`src/shared/adcc_pkg.sv`:
```
// Constants, register map and carrier types of the converter control block.
// Assumes a 32-bit APB slave with one aligned word per register.
package adcc_pkg;

   // Register byte offsets
   localparam logic [7:0] OFS_CONVERTER_CONFIG   = 8'h00;
   localparam logic [7:0] OFS_CONVERSION_CONTROL = 8'h04;
   localparam logic [7:0] OFS_THERMAL_SENSOR     = 8'h08;
   localparam logic [7:0] OFS_CONVERSION_RESULT  = 8'h0C;
   localparam logic [7:0] OFS_CONV_DONE_FLAG     = 8'h10;
   localparam logic [7:0] OFS_TRANSFER_IRQ_CTRL  = 8'h14;
   localparam logic [7:0] OFS_TRANSFER_IRQ_FLAGS = 8'h18;
   localparam logic [7:0] OFS_AUTO_INTERVAL      = 8'h1C;
   localparam logic [7:0] OFS_TRANSFER_START     = 8'h20;
   localparam logic [7:0] OFS_TRANSFER_END       = 8'h24;
   localparam logic [7:0] OFS_TRANSFER_NOW       = 8'h28;
   localparam logic [7:0] OFS_TOUCH_CONVERT      = 8'h2C;

   // Reset values
   localparam logic [7:0] RST_CONVERTER_CONFIG = 8'hA0;
   localparam logic [7:0] RST_BYTE             = 8'h00;

   // converter_config fields
   localparam int CFG_DIV_LSB  = 6;
   localparam int CFG_GAIN_LSB = 4;
   localparam int CFG_OFS_BIT  = 3;
   localparam int CFG_DIFF_BIT = 2;
   localparam int CFG_BUF_BIT  = 1;
   localparam int CFG_PWR_BIT  = 0;

   // conversion_control, thermal and flag fields
   localparam int CONV_END_BIT  = 7;
   localparam int CONV_GO_BIT   = 0;
   localparam int THERM_PWR_BIT = 7;
   localparam int DONE_FLAG_BIT = 7;

   // transfer_and_irq_control fields
   localparam int CTL_AUTO_BIT   = 7;
   localparam int CTL_CONT_BIT   = 6;
   localparam int CTL_IE_EOC_BIT = 4;
   localparam int CTL_IE_DMA_BIT = 3;
   localparam int CTL_WRAP_BIT   = 2;
   localparam int CTL_DMA_BIT    = 0;
   localparam logic [7:0] CTL_WRITE_MASK = 8'hDD;

   // Interrupt flag register fields
   localparam int IF_END_BIT = 4;
   localparam int IF_DMA_BIT = 3;

   // Converter clock division factors of the 32 MHz source
   localparam logic [3:0] DIV_CODE0 = 4'hA;
   localparam logic [3:0] DIV_CODE1 = 4'h4;
   localparam logic [3:0] DIV_CODE2 = 4'h6;
   localparam logic [3:0] DIV_CODE3 = 4'h8;

   // Conversion phases in converter clocks
   localparam logic [3:0] SAMPLE_CLOCKS  = 4'h4;
   localparam logic [3:0] SWITCH_CLOCKS  = 4'h1;
   localparam logic [3:0] CONVERT_CLOCKS = 4'hC;
   localparam logic [3:0] GAP_CLOCKS     = 4'h1;

   // Interval timer: steps of 16 system clocks, trigger at 256
   localparam logic [3:0] AUTO_STEP_LAST = 4'hF;
   localparam logic [8:0] AUTO_WRAP      = 9'h100;

   localparam int RESULT_W = 12;
   localparam int ADDR15_W = 15;

   typedef enum logic [2:0] {
      ST_IDLE, ST_SAMPLE, ST_SWITCH, ST_CONVERT, ST_WAIT_END, ST_GAP
   } adcc_state_e;

   typedef struct packed {
      logic       converter_power_on;
      logic       input_buffer_on;
      logic       differential_select;
      logic [1:0] input_gain_select;
      logic       thermal_sensor_power;
   } adcc_analog_s;

   typedef struct packed {
      logic                req;
      logic [ADDR15_W-1:0] addr;
      logic [15:0]         data;
   } adcc_dma_s;

endpackage

```
`src/hw/adcc_top.sv`:
```
// Converter control: registers, conversion sequencer, interval timer and
// result transfer for a 12-bit successive approximation converter core.
// Assumes an APB master on sys_clk, an analog core that raises its end
// flag asynchronously and a memory port that acknowledges on sys_clk.
// How it works
// RL1 - divider code 00/01/10/11 gives 10/4/6/8
// RL2 - sample rate about clock over eighteen
// RL3 - gain code selects quarter, half, unity, double
// RL4 - offset test inverts low twelve result bits
// RL5 - bit 2 selects differential input
// RL6 - bit 1 switches input buffer on
// RL7 - bit 0 powers the converter
// RL8 - end flag synchronised, reads at bit 7
// RL9 - go bit starts, self-clears after a single run or at an unwrapped buffer end, zero stops
// RL10 - thermal sensor power bit, reserved storage
// RL11 - result in low twelve bits, read-only
// RL12 - finished flag set, cleared by control writes
// RL13 - bit 7 enables timed automatic conversions
// RL14 - bit 6 enables continuous conversion
// RL15 - bit 4 gates conversion interrupt; with bits 4 and 3 both clear the code raises irq from the finished flag
// RL16 - bit 3 gates transfer-done interrupt
// RL17 - wrap bit returns pointer to start
// RL18 - bit 0 enables result transfer
// RL19 - software manages buffer and gain choices
// RL20 - end flag: set, W1C, transfer, control write
// RL21 - interval timer: sixteen-clock steps, reload at 256
// RL22 - four sample, one switch, twelve convert
// RL23 - buffer addresses fifteen bits, halfword aligned
// RL24 - each result stored as halfword, pointer+2
`timescale 1ns/1ps
`default_nettype none
module adcc_top
   import adcc_pkg::*;
#(
   parameter int ADDR_W = 8
) (
   // Clock and reset
   input  wire logic              sys_clk,
   input  wire logic              rst,
   // APB slave
   input  wire logic [ADDR_W-1:0] paddr,
   input  wire logic              psel,
   input  wire logic              penable,
   input  wire logic              pwrite,
   input  wire logic [31:0]       pwdata,
   output logic [31:0]            prdata,
   output logic                   pready,
   output logic                   pslverr,
   // Analog converter core
   input  wire logic              clk_32m_source,
   input  wire logic              raw_conversion_end,
   input  wire logic [11:0]       core_result,
   output adcc_analog_s           analog,
   output logic                   conv_clk,
   output logic                   sample_on,
   output logic                   convert_on,
   // Result transfer to memory
   output adcc_dma_s              dma,
   input  wire logic              dma_ack,
   // Interrupt request
   output logic                   irq
);

   initial begin
      if (ADDR_W < 6 || ADDR_W > 32) begin
         $error("adcc_top: ADDR_W must lie in 6..32");
      end
   end

   function automatic logic [3:0] div_of(input logic [1:0] code);
      case (code)
         2'b00:   div_of = DIV_CODE0;
         2'b01:   div_of = DIV_CODE1;
         2'b10:   div_of = DIV_CODE2;
         default: div_of = DIV_CODE3;
      endcase
   endfunction

   function automatic logic [11:0] present(input logic [11:0] raw, input logic inv);
      present = inv ? ~raw : raw;
   endfunction

   // Registered state
   logic [7:0]          cfg, therm, flag_rsv, ctl, auto_start;
   logic                go, if_end, if_dma, if_eoc;
   logic [11:0]         result;
   logic [ADDR15_W-1:0] beg_addr, end_addr, now_addr;
   adcc_state_e         state;
   logic [3:0]          phase, div_cnt;
   logic [3:0]          auto_pre;
   logic [8:0]          auto_cnt;
   logic                auto_pend;
   logic                s32_a, s32_b, s32_c, eoc_a, eoc_b;

   logic [7:0]          next_cfg, next_therm, next_flag_rsv, next_ctl, next_auto_start;
   logic                next_go, next_if_end, next_if_dma, next_if_eoc;
   logic [11:0]         next_result;
   logic [ADDR15_W-1:0] next_beg_addr, next_end_addr, next_now_addr;
   adcc_state_e         next_state;
   logic [3:0]          next_phase, next_div_cnt, next_auto_pre;
   logic [8:0]          next_auto_cnt;
   logic                next_auto_pend;
   logic [31:0]         next_prdata;
   logic                next_pready, next_pslverr;
   adcc_analog_s        next_analog;
   logic                next_conv_clk, next_sample_on, next_convert_on, next_irq;
   adcc_dma_s           next_dma;

   // Combinational helpers
   logic                access, wr_ev, mapped, src_rise, conv_tick, finish;
   logic [7:0]          offs;
   logic [31:0]         rd_mux;
   logic [ADDR15_W-1:0] adv_addr;

   always_comb begin
      offs      = 8'(paddr[5:0]);
      access    = psel && penable && !pready;
      wr_ev     = psel && penable && pready && pwrite && !pslverr;
      src_rise  = s32_b && !s32_c;
      conv_tick = src_rise && !conv_clk && (div_cnt == 4'(div_of(cfg[7:6]) >> 1) - 4'h1);
      adv_addr  = ADDR15_W'(now_addr + 15'h0002); // RL24
      mapped    = (paddr[1:0] == 2'b00) && (offs <= OFS_TOUCH_CONVERT)
                  && (ADDR_W < 7 || paddr[ADDR_W-1:6] == '0);
      rd_mux    = 32'h0000_0000;
      unique case (offs)
         OFS_CONVERTER_CONFIG:   rd_mux[7:0] = cfg;
         OFS_CONVERSION_CONTROL: rd_mux[7:0] = {eoc_b, 6'h00, go}; // RL8
         OFS_THERMAL_SENSOR:     rd_mux[7:0] = therm;
         OFS_CONVERSION_RESULT:  rd_mux[11:0] = result; // RL11
         OFS_CONV_DONE_FLAG:     rd_mux[7:0] = {if_eoc, flag_rsv[6:0]};
         OFS_TRANSFER_IRQ_CTRL:  rd_mux[7:0] = ctl;
         OFS_TRANSFER_IRQ_FLAGS: rd_mux[7:0] = {3'h0, if_end, if_dma, 3'h0};
         OFS_AUTO_INTERVAL:      rd_mux[7:0] = auto_start;
         OFS_TRANSFER_START:     rd_mux[14:0] = beg_addr;
         OFS_TRANSFER_END:       rd_mux[14:0] = end_addr;
         OFS_TRANSFER_NOW:       rd_mux[14:0] = now_addr;
         default:                rd_mux = 32'h0000_0000;
      endcase
   end

   always_comb begin
      next_cfg        = cfg;
      next_therm      = therm;
      next_flag_rsv   = flag_rsv;
      next_ctl        = ctl;
      next_auto_start = auto_start;
      next_go         = go;
      next_if_end     = if_end;
      next_if_dma     = if_dma;
      next_if_eoc     = if_eoc;
      next_result     = result;
      next_beg_addr   = beg_addr;
      next_end_addr   = end_addr;
      next_now_addr   = now_addr;
      next_state      = state;
      next_phase      = phase;
      next_div_cnt    = div_cnt;
      next_auto_pre   = auto_pre;
      next_auto_cnt   = auto_cnt;
      next_auto_pend  = auto_pend;
      next_dma        = dma;
      next_conv_clk   = conv_clk;
      finish          = 1'b0;

      // APB: one wait state; read data is loaded while pready is low
      next_pready  = access;
      next_prdata  = access ? rd_mux : prdata;
      next_pslverr = access && !mapped;

      // Converter clock from the 32 MHz source, half period per toggle
      if (src_rise) begin
         if (div_cnt == 4'(div_of(cfg[7:6]) >> 1) - 4'h1) begin // RL1
            next_div_cnt  = 4'h0;
            next_conv_clk = !conv_clk;
         end else begin
            next_div_cnt = div_cnt + 4'h1;
         end
      end
      if (!cfg[CFG_PWR_BIT]) begin
         next_div_cnt  = 4'h0;
         next_conv_clk = 1'b0;
      end

      // Interval timer for automatic conversions
      if (ctl[CTL_AUTO_BIT]) begin // RL13
         next_auto_pre = auto_pre + 4'h1;
         if (auto_pre == AUTO_STEP_LAST) begin // RL21
            if (auto_cnt + 9'h001 == AUTO_WRAP) begin
               next_auto_cnt  = {1'b0, auto_start};
               next_auto_pend = 1'b1;
            end else begin
               next_auto_cnt = auto_cnt + 9'h001;
            end
         end
      end else begin
         next_auto_pre  = 4'h0;
         next_auto_cnt  = {1'b0, auto_start};
         next_auto_pend = 1'b0;
      end

      // Conversion sequencer, advanced on converter clock ticks
      unique case (state)
         ST_IDLE: begin
            if (go && cfg[CFG_PWR_BIT] && (!ctl[CTL_AUTO_BIT] || auto_pend)) begin
               next_state     = ST_SAMPLE;
               next_phase     = 4'h0;
               next_auto_pend = 1'b0;
            end
         end
         ST_SAMPLE, ST_SWITCH, ST_CONVERT, ST_GAP: begin
            if (conv_tick) begin
               next_phase = phase + 4'h1;
               if (state == ST_SAMPLE && phase == SAMPLE_CLOCKS - 4'h1) begin        // RL22
                  next_state = ST_SWITCH;
                  next_phase = 4'h0;
               end else if (state == ST_SWITCH && phase == SWITCH_CLOCKS - 4'h1) begin
                  next_state = ST_CONVERT;
                  next_phase = 4'h0;
               end else if (state == ST_CONVERT && phase == CONVERT_CLOCKS - 4'h1) begin
                  next_state = ST_WAIT_END;
                  next_phase = 4'h0;
               end else if (state == ST_GAP && phase == GAP_CLOCKS - 4'h1) begin     // RL2
                  next_state = ST_SAMPLE;
                  next_phase = 4'h0;
               end
            end
         end
         ST_WAIT_END: begin
            if (eoc_b) begin // RL8
               finish      = 1'b1;
               next_result = present(core_result, cfg[CFG_OFS_BIT]); // RL4
               next_phase  = 4'h0;
               if (ctl[CTL_CONT_BIT]) begin // RL14
                  next_state = ST_GAP;
               end else begin
                  next_state = ST_IDLE;
                  if (!ctl[CTL_AUTO_BIT]) begin
                     next_go = 1'b0; // RL9
                  end
               end
            end
         end
      endcase

      // Register writes land before hardware events so that a set wins
      if (wr_ev) begin
         unique case (offs)
            OFS_CONVERTER_CONFIG: next_cfg = pwdata[7:0];        // RL1 RL3 RL5 RL6 RL7
            OFS_CONVERSION_CONTROL: begin
               next_go     = pwdata[CONV_GO_BIT]; // RL9
               next_if_eoc = 1'b0; // RL12
               next_if_end = 1'b0; // RL20
            end
            OFS_THERMAL_SENSOR:    next_therm = pwdata[7:0]; // RL10
            OFS_CONV_DONE_FLAG:    next_flag_rsv = {1'b0, pwdata[6:0]};
            OFS_TRANSFER_IRQ_CTRL: next_ctl = pwdata[7:0] & CTL_WRITE_MASK;
            OFS_TRANSFER_IRQ_FLAGS: begin
               if (pwdata[IF_END_BIT]) begin
                  next_if_end = 1'b0; // RL20
               end
               if (pwdata[IF_DMA_BIT]) begin
                  next_if_dma = 1'b0;
               end
            end
            OFS_AUTO_INTERVAL:  next_auto_start = pwdata[7:0];
            OFS_TRANSFER_START: begin
               next_beg_addr = {pwdata[14:1], 1'b0}; // RL23
               next_now_addr = {pwdata[14:1], 1'b0};
            end
            OFS_TRANSFER_END:   next_end_addr = {pwdata[14:1], 1'b0};
            OFS_TOUCH_CONVERT:  next_if_eoc = 1'b0; // RL12
            default: begin
            end
         endcase
      end

      // Stopping the go bit abandons any conversion in flight
      if (!next_go && state != ST_IDLE && !finish) begin
         next_state = ST_IDLE;
         next_phase = 4'h0;
      end

      // Result transfer: a taken request clears the end flag
      if (dma.req && dma_ack) begin
         next_dma.req = 1'b0;
         next_if_end  = 1'b0; // RL20
         if (adv_addr == end_addr) begin
            if (ctl[CTL_WRAP_BIT]) begin // RL17
               next_now_addr = beg_addr;
            end else begin
               next_now_addr = adv_addr;
               next_if_dma   = 1'b1;
               next_go       = 1'b0; // RL9
               next_state    = ST_IDLE;
            end
         end else begin
            next_now_addr = adv_addr; // RL24
         end
      end

      if (finish) begin
         next_if_eoc = 1'b1; // RL12
         next_if_end = 1'b1; // RL20
         if (ctl[CTL_DMA_BIT]) begin // RL18
            next_dma.req  = 1'b1;
            next_dma.addr = now_addr;
            next_dma.data = {4'h0, next_result}; // RL24
         end
      end

      next_analog.converter_power_on   = cfg[CFG_PWR_BIT]; // RL7
      next_analog.input_buffer_on      = cfg[CFG_BUF_BIT]; // RL6
      next_analog.differential_select  = cfg[CFG_DIFF_BIT]; // RL5
      next_analog.input_gain_select    = cfg[CFG_GAIN_LSB +: 2]; // RL3
      next_analog.thermal_sensor_power = therm[THERM_PWR_BIT]; // RL10
      next_sample_on  = (next_state == ST_SAMPLE);
      next_convert_on = (next_state == ST_SWITCH) || (next_state == ST_CONVERT)
                        || (next_state == ST_WAIT_END);
      next_irq = (ctl[CTL_IE_EOC_BIT] && next_if_end) // RL15
                 || (ctl[CTL_IE_DMA_BIT] && next_if_dma) // RL16
                 || (!ctl[CTL_IE_EOC_BIT] && !ctl[CTL_IE_DMA_BIT] && next_if_eoc);
   end

   always_ff @(posedge sys_clk or posedge rst) begin
      if (rst) begin
         s32_a      <= 1'b0;
         s32_b      <= 1'b0;
         s32_c      <= 1'b0;
         eoc_a      <= 1'b0;
         eoc_b      <= 1'b0;
         cfg        <= RST_CONVERTER_CONFIG;
         therm      <= RST_BYTE;
         flag_rsv   <= RST_BYTE;
         ctl        <= RST_BYTE;
         auto_start <= RST_BYTE;
         go         <= 1'b0;
         if_end     <= 1'b0;
         if_dma     <= 1'b0;
         if_eoc     <= 1'b0;
         result     <= 12'h000;
         beg_addr   <= 15'h0000;
         end_addr   <= 15'h0000;
         now_addr   <= 15'h0000;
         state      <= ST_IDLE;
         phase      <= 4'h0;
         div_cnt    <= 4'h0;
         auto_pre   <= 4'h0;
         auto_cnt   <= 9'h000;
         auto_pend  <= 1'b0;
         prdata     <= 32'h0000_0000;
         pready     <= 1'b0;
         pslverr    <= 1'b0;
         analog     <= '0;
         conv_clk   <= 1'b0;
         sample_on  <= 1'b0;
         convert_on <= 1'b0;
         dma        <= '0;
         irq        <= 1'b0;
      end else begin
         // Source clock and end flag cross in by two flops first
         s32_a      <= clk_32m_source;
         s32_b      <= s32_a;
         s32_c      <= s32_b;
         eoc_a      <= raw_conversion_end;
         eoc_b      <= eoc_a;                                                        // RL8
         cfg        <= next_cfg;
         therm      <= next_therm;
         flag_rsv   <= next_flag_rsv;
         ctl        <= next_ctl;
         auto_start <= next_auto_start;
         go         <= next_go;
         if_end     <= next_if_end;
         if_dma     <= next_if_dma;
         if_eoc     <= next_if_eoc;
         result     <= next_result;
         beg_addr   <= next_beg_addr;
         end_addr   <= next_end_addr;
         now_addr   <= next_now_addr;
         state      <= next_state;
         phase      <= next_phase;
         div_cnt    <= next_div_cnt;
         auto_pre   <= next_auto_pre;
         auto_cnt   <= next_auto_cnt;
         auto_pend  <= next_auto_pend;
         prdata     <= next_prdata;
         pready     <= next_pready;
         pslverr    <= next_pslverr;
         analog     <= next_analog;
         conv_clk   <= next_conv_clk;
         sample_on  <= next_sample_on;
         convert_on <= next_convert_on;
         dma        <= next_dma;
         irq        <= next_irq;
      end
   end

endmodule // adcc_top
`default_nettype wire

```
`config.mk`:
```
export PLATFORM = sky130hd
export DESIGN_NAME = adcc_top
export DESIGN_NICKNAME = d
export VERILOG_FILES = /design/src/shared/adcc_pkg.sv /design/src/hw/adcc_top.sv
export SDC_FILE = /design/constraint.sdc
export NUM_CORES = 1
export LEC_CHECK = 0
export BUFFER_PORTS_ARGS = -buffer_cell sky130_fd_sc_hd__buf_4
export CORE_MARGIN = 2
export CORE_UTILIZATION = 55
export CTS_BUF_LIST = sky130_fd_sc_hd__clkbuf_4 sky130_fd_sc_hd__clkbuf_8
export DETAILED_ROUTE_END_ITERATION = 10
export PLACE_DENSITY_LB_ADDON = 0.15
export SLEW_MARGIN = 30
export SYNTH_ARGS = -nofsm -noshare
export SYNTH_HDL_FRONTEND = slang
export SYNTH_SLANG_ARGS = --single-unit
```
`constraint.sdc`:
```
create_clock -name sys_clk -period 7.3 [get_ports sys_clk]
set_input_delay 1.46 -clock sys_clk [delete_from_list [all_inputs] [get_ports sys_clk]]
set_output_delay 1.46 -clock sys_clk [all_outputs]
set_load 0.005 [all_outputs]
```
=== Word-level counts from Yosys, hierarchy flattened ===
Cells that the tools add are included.

* Bitwise gates (word level): 1
* Add/sub/neg operators: 7
* Eq/ne operators: 35
* Order comparisons: 1
* Mux-type cells: 78
* Reductions and logical operators: 62

{| class="wikitable"
|+ Operators by type and width
! cell !! number
|-
| $pmux W8 S11 || 1
|-
| $mux W15 || 5
|-
| $mux W32 || 2
|-
| $mux W4 || 13
|-
| $mux W12 || 3
|-
| $mux W3 || 12
|-
| $mux W1 || 33
|-
| $mux W9 || 3
|-
| $eq A6 B5 Y1 const B || 4
|-
| $eq A6 B6 Y1 const B || 4
|-
| $logic_and A1 B1 Y1 || 24
|-
| $pmux W4 S3 || 2
|-
| $reduce_and A2 Y1 || 10
|-
| $pmux W3 S3 || 2
|-
| $pmux W4 S4 || 1
|-
| $add A15 B2 Y15 const B || 1
|-
| $eq A15 B15 Y1 || 1
|-
| $add A4 B1 Y4 const B || 3
|-
| $eq A3 B2 Y1 const B || 4
|-
| $eq A6 B4 Y1 const B || 2
|-
| $not A12 Y12 || 1
|-
| $logic_not A1 Y1 || 10
|-
| $add A9 B1 Y9 const B || 1
|-
| $eq A3 B3 Y1 const B || 3
|-
| other kinds (24) || 39
|}

* Logic and storage cells: 223
* Output and inout bits: 76
* Bits in registers: 181
* Input bits: 60

=== Logic depth before layout (Yosys ltp) ===
* Word-level depth: 16
* Gate-level depth with buffers: 11
* Mapped depth without buffers: 9

=== Least setup slack after synthesis ===
OpenSTA, ideal clock, no wires.

* Path type: input to register
* Start point: input paddr[5]
* End point: register convert_on
* Slack: 3.772 ns
* Required time: 7.164 ns
* Stages on the path: 8
* Arrival time: 3.392 ns
* Buffers on the path: 2
* Library setup time: 0.136 ns
* Path through: clkbuf_1 nor4_1 nand4_1 and3_1 clkbuf_1 or3_1 nand2_1 a21oi_1

* Longest elaborated chain between the ends: 13
* Elaborated cells on any way between the ends: 15
* Classes of those cells: eq/ne (4); mux (6); reduce/logical (5)

{| class="wikitable"
|+ Ends and longest elaborated chain
! item !! RTL line !! RTL
|-
| start, declared || adcc_top.sv:41 || <nowiki>input wire logic [ADDR_W-1:0] paddr,</nowiki>
|-
| $eq A6 B3 Y1 * || adcc_top.sv:247 || <nowiki>unique case (offs)</nowiki>
|-
| $mux W1 * || adcc_top.sv:247 ||
|-
| $mux W1 * || adcc_top.sv:246 || <nowiki>if (wr_ev) begin</nowiki>
|-
| $logic_not A1 Y1 * || adcc_top.sv:278 || <nowiki>if (!next_go && state != ST_IDLE && !finish) begin</nowiki>
|-
| $logic_and A1 B1 Y1 * (2 in series) || adcc_top.sv:278 ||
|-
| $mux W3 * || adcc_top.sv:278 ||
|-
| $mux W3 || adcc_top.sv:288 || <nowiki>if (ctl[CTL_WRAP_BIT]) begin</nowiki>
|-
| $mux W3 || adcc_top.sv:287 || <nowiki>if (adv_addr == end_addr) begin</nowiki>
|-
| $mux W3 * || adcc_top.sv:284 || <nowiki>if (dma.req && dma_ack) begin</nowiki>
|-
| $eq A3 B2 Y1 || adcc_top.sv:317 || <nowiki>next_convert_on = (next_state == ST_SWITCH) || (next_state == ST_CONVERT)</nowiki>
|-
| $logic_or A1 B1 Y1 || adcc_top.sv:317 ||
|-
| $logic_or A1 B1 Y1 * || adcc_top.sv:318 || <nowiki>|| (next_state == ST_WAIT_END);</nowiki>
|-
| via next_convert_on || adcc_top.sv:106 || <nowiki>logic next_conv_clk, next_sample_on, next_convert_on, next_irq;</nowiki>
|-
| end signal, assigned || adcc_top.sv:391 || <nowiki>convert_on <= next_convert_on;</nowiki>
|-
| end, declared || adcc_top.sv:56 || <nowiki>output logic convert_on,</nowiki>
|}

The timed path passes the listed nets; every way through them passes the cells marked *.
A chain may end at the register's enable or synchronous reset.

=== Worst setup path in the final report ===
* Start point: register now_addr[1]
* End point: register sample_on

* Longest elaborated chain between the ends: 5

{| class="wikitable"
|+ Ends and longest elaborated chain
! item !! RTL line !! RTL
|-
| start, declared || adcc_top.sv:87 || <nowiki>logic [ADDR15_W-1:0] beg_addr, end_addr, now_addr;</nowiki>
|-
| start signal, assigned || adcc_top.sv:378 || <nowiki>now_addr <= next_now_addr;</nowiki>
|-
| $add A15 B2 Y15 || adcc_top.sv:121 || <nowiki>adv_addr = ADDR15_W'(now_addr + 15'h0002);</nowiki>
|-
| $eq A15 B15 Y1 || adcc_top.sv:287 ||
|-
| $mux W3 || adcc_top.sv:287 ||
|-
| $mux W3 || adcc_top.sv:284 ||
|-
| $eq A3 B1 Y1 || adcc_top.sv:316 || <nowiki>next_sample_on = (next_state == ST_SAMPLE);</nowiki>
|-
| via next_sample_on || adcc_top.sv:106 ||
|-
| end signal, assigned || adcc_top.sv:390 || <nowiki>sample_on <= next_sample_on;</nowiki>
|-
| end, declared || adcc_top.sv:55 || <nowiki>output logic sample_on,</nowiki>
|}

The timed path passes the listed nets, and every way through them passes these cells.

==> flow_summary.yaml <==
place:
  io_buffers: 96
  dp_hpwl_um: 16900
  place_ws_ns: 3.51
  dpl_cell_area_um2: 10300
  dp_cells: 1250
  place_congestion: 0.902
synth:
  yosysSeqAreaShare: 0.467
  syn_inst: 981
  synth.cell_area_um2: 9600
  synthSimpleGateAreaFrac: 0.171
  yosys.area_share.adder: 0.0117
  synthMuxAreaShare: 0.105
  yosys_warnings: 0
  synth_xor_xnor_area_share: 0.0441
  async_flop_share: 1.00
  synth.avg_cell_area_um2: 9.79
  synth_edf_count: 0
  synth_top_family_by_area: "simple AND/OR/NAND/NOR gates"
  synth_compound_area_frac: 0.152
  synth_cell_types: 75
  ys_ff_latch: 179
  synthFlopType: "dfrtp_1"
clock_network:
  postCtsSetupBuffers: 0
  clockBufferDepth: 2
  htreeDepth: 4
  clkTransAtPathRegs_ns: 0.10
  clock_sinks: 179
  root_buffer: "clkbuf_8"
  post_cts_resized: 0
  cts_buffers: 17
  hold_buffers: 0
  clkLatencyLatePin_ns: 0.48
  cts_tree: "built"
route:
  wl_per_cell_um: 18.8
  drc: 0
  vias: 7609
  vias_per_cell: 5.94
  ant_nets: 0
  wl_um: 24200
  dr.pass1.iters: 5
  drt-initial-drc-count: 539
setup_path:
  worstSetupPathType: "reg2reg"
  crit_path_end_kind: "flop"
  rr_worst_depth: 8
  cpMostUsedCell: "nand4_1"
  critPathMaxFanout: 21
  worstPathArrival_ns: 3.80
  worstPathCellList: "ha_1 > nand4_1 > or3_1 > a22oi_1 > nand4_1 > or3_4 > nor3_2 > nor4_1"
  required_ns: 7.64
  cp_slowest_cell: "dfrtp_1"
  cpPeakStageDelay_ns: 0.70
  start_kind: "flop"
power:
  power.density_nw_per_um2: 208
  leakage_nw: 5.00
  peakVddDrop_mv: 0.161
  power_mw: 2.23
timing:
  rsz0062_at_grt: "false"
  slew_viol_final: 0
  fin_crit_sh: 0.475
  hold_viol_final: 0
  setup-violations-final: 0
  timing.hold.ws_ns: 0.361
  max_freq_mhz: 289
  relSlewSlack: 0.392
  post-route-min-period_ns: 3.46
  clock_skew_ns: 0.0138
  layout_setup_ws_ns: 3.84
  setup_tns_ns: 0
  tightest_slew_ns: 0.909
final_layout:
  area.sequential_um2: 4480
  drive_above_1_share: 0.218
  final_common_cell: "dfrtp_1"
  diodes: 0
  multi_input_area_um2: 4730
  design_area_um2: 10700
  stdcell_count: 1282
  fin_util: 0.625
  syn_to_final_growth_pct: 11.9
  final_nets: 1113
  fill_cells: 1535
  layout_common_cells: "dfrtp_1 (177), nand2_1 (131), buf_4 (102)"
grt:
  grt_max_degree: 74
  antenna_found_initial: 0
  overflow: 0
  track_usage: 0.275
  grt_pass1_wl_um: 39100
  grt_pass1_vias: 7157
floorplan:
  die_area_um2: 18500
  ios: 136
  initial_utilization: 0.559
  core_area_um2: 17200
  dieHeight_um: 136
  std_cell_rows: 48
  die_width_um: 136
worst_hold_path:
  hp-class: "reg2reg"
  min_path_cells: 0
status:
  status: "complete, no violations"
job:
  max_cap_violations: 0
## cell type report
type | instances | area share
multi-input cells | 725 | 0.440
inverters | 17 | 0.00641
clock inverters | 14 | 0.0140
well taps | 225 | 0.0262
clock buffers | 18 | 0.0225
flip-flops and latches | 179 | 0.417
repair buffers | 104 | 0.0734
## logic make-up (layout without fill, tap and decap cells)
logic type / count (synthesis) / after routing
DFF: 179 / 179
other: 1 / 22
AOI/OAI and AO/OA: 220 / 220
muxes: 90 / 90
and+or+nand+nor: 342 / 342
adders and majority gates: 9 / 9
buffers and inverters: 98 / 153
xor gates and xnor gates: 42 / 42
## layer usage
layer  vias to the layer above  global-route usage  share of wire
met5                         -                   0              0
met4                         0              0.0752          0.019
met3                        38              0.0522          0.060
met2                       265               0.418           0.46
met1                      3719               0.406           0.46
li1                       3587                   -              -
## synthesized netlist by cell type (all sizes together), types with 4 or more instances
library cell | n | area (um^2)
a211oi | 4 | 30.0
and2 | 13 | 81.3
nand3 | 27 | 135
a21o | 5 | 37.5
xor2 | 8 | 70.1
nand2 | 131 | 492
mux2i | 24 | 240
o21ai | 62 | 310
ha | 9 | 113
xnor3 | 4 | 90.1
o21a | 6 | 45.0
o41ai | 7 | 114
nor3 | 26 | 135
mux2 | 64 | 721
nand2b | 6 | 37.5
a31oi | 6 | 37.5
dfrtp | 177 | 4430
and3 | 15 | 93.8
or3 | 7 | 48.8
o211a | 6 | 60.1
nor2b | 11 | 68.8
nor2 | 63 | 236
buf | 41 | 260
xnor2 | 30 | 263
a22oi | 8 | 60.1
nor4 | 14 | 93.8
o211ai | 6 | 45.0
clkbuf | 40 | 150
o22ai | 6 | 37.5
a21oi | 66 | 330
inv | 15 | 56.3
nand4 | 12 | 75.1
## registers in the layout (all words and copies together), names as in the netlist, 6 cells and up
signal      cells
flag_rsv        7
beg_addr       14
cfg             8
auto_cnt        9
auto_start      8
now_addr       14
end_addr       14
therm           8
dma            27
prdata         15
ctl             6
result         12
analog          6
## power by group
group | switching, mW | total (mW) | leakage [nW] | internal (mW)
Combinational | 0.201 | 0.371 | 2.48 | 0.171
Clock | 0.385 | 0.697 | 0.200 | 0.313
Sequential | 0.0966 | 1.16 | 2.32 | 1.06
## worst max-delay path, delay by kind of cell, from the launching register on
kind | cells | cell delay (ns)
fa+ha+maj | 1 | 0.35
compound gates | 1 | 0.27
flops | 1 | 0.70
simple gates | 6 | 2.00
## path summary, 6_finish.rpt
path                              from  slack, ns        end
max                        now_addr[1]       3.84  sample_on
min                              s32_a       0.36      s32_b
max reg2reg                now_addr[1]       3.84  sample_on
min reg2reg                      s32_a       0.36      s32_b
max in group asynchronous          rst       5.39     dma[3]
min in group asynchronous          rst       0.95    dma[17]
No activity file was read; power rests on OpenSTA's default activity.
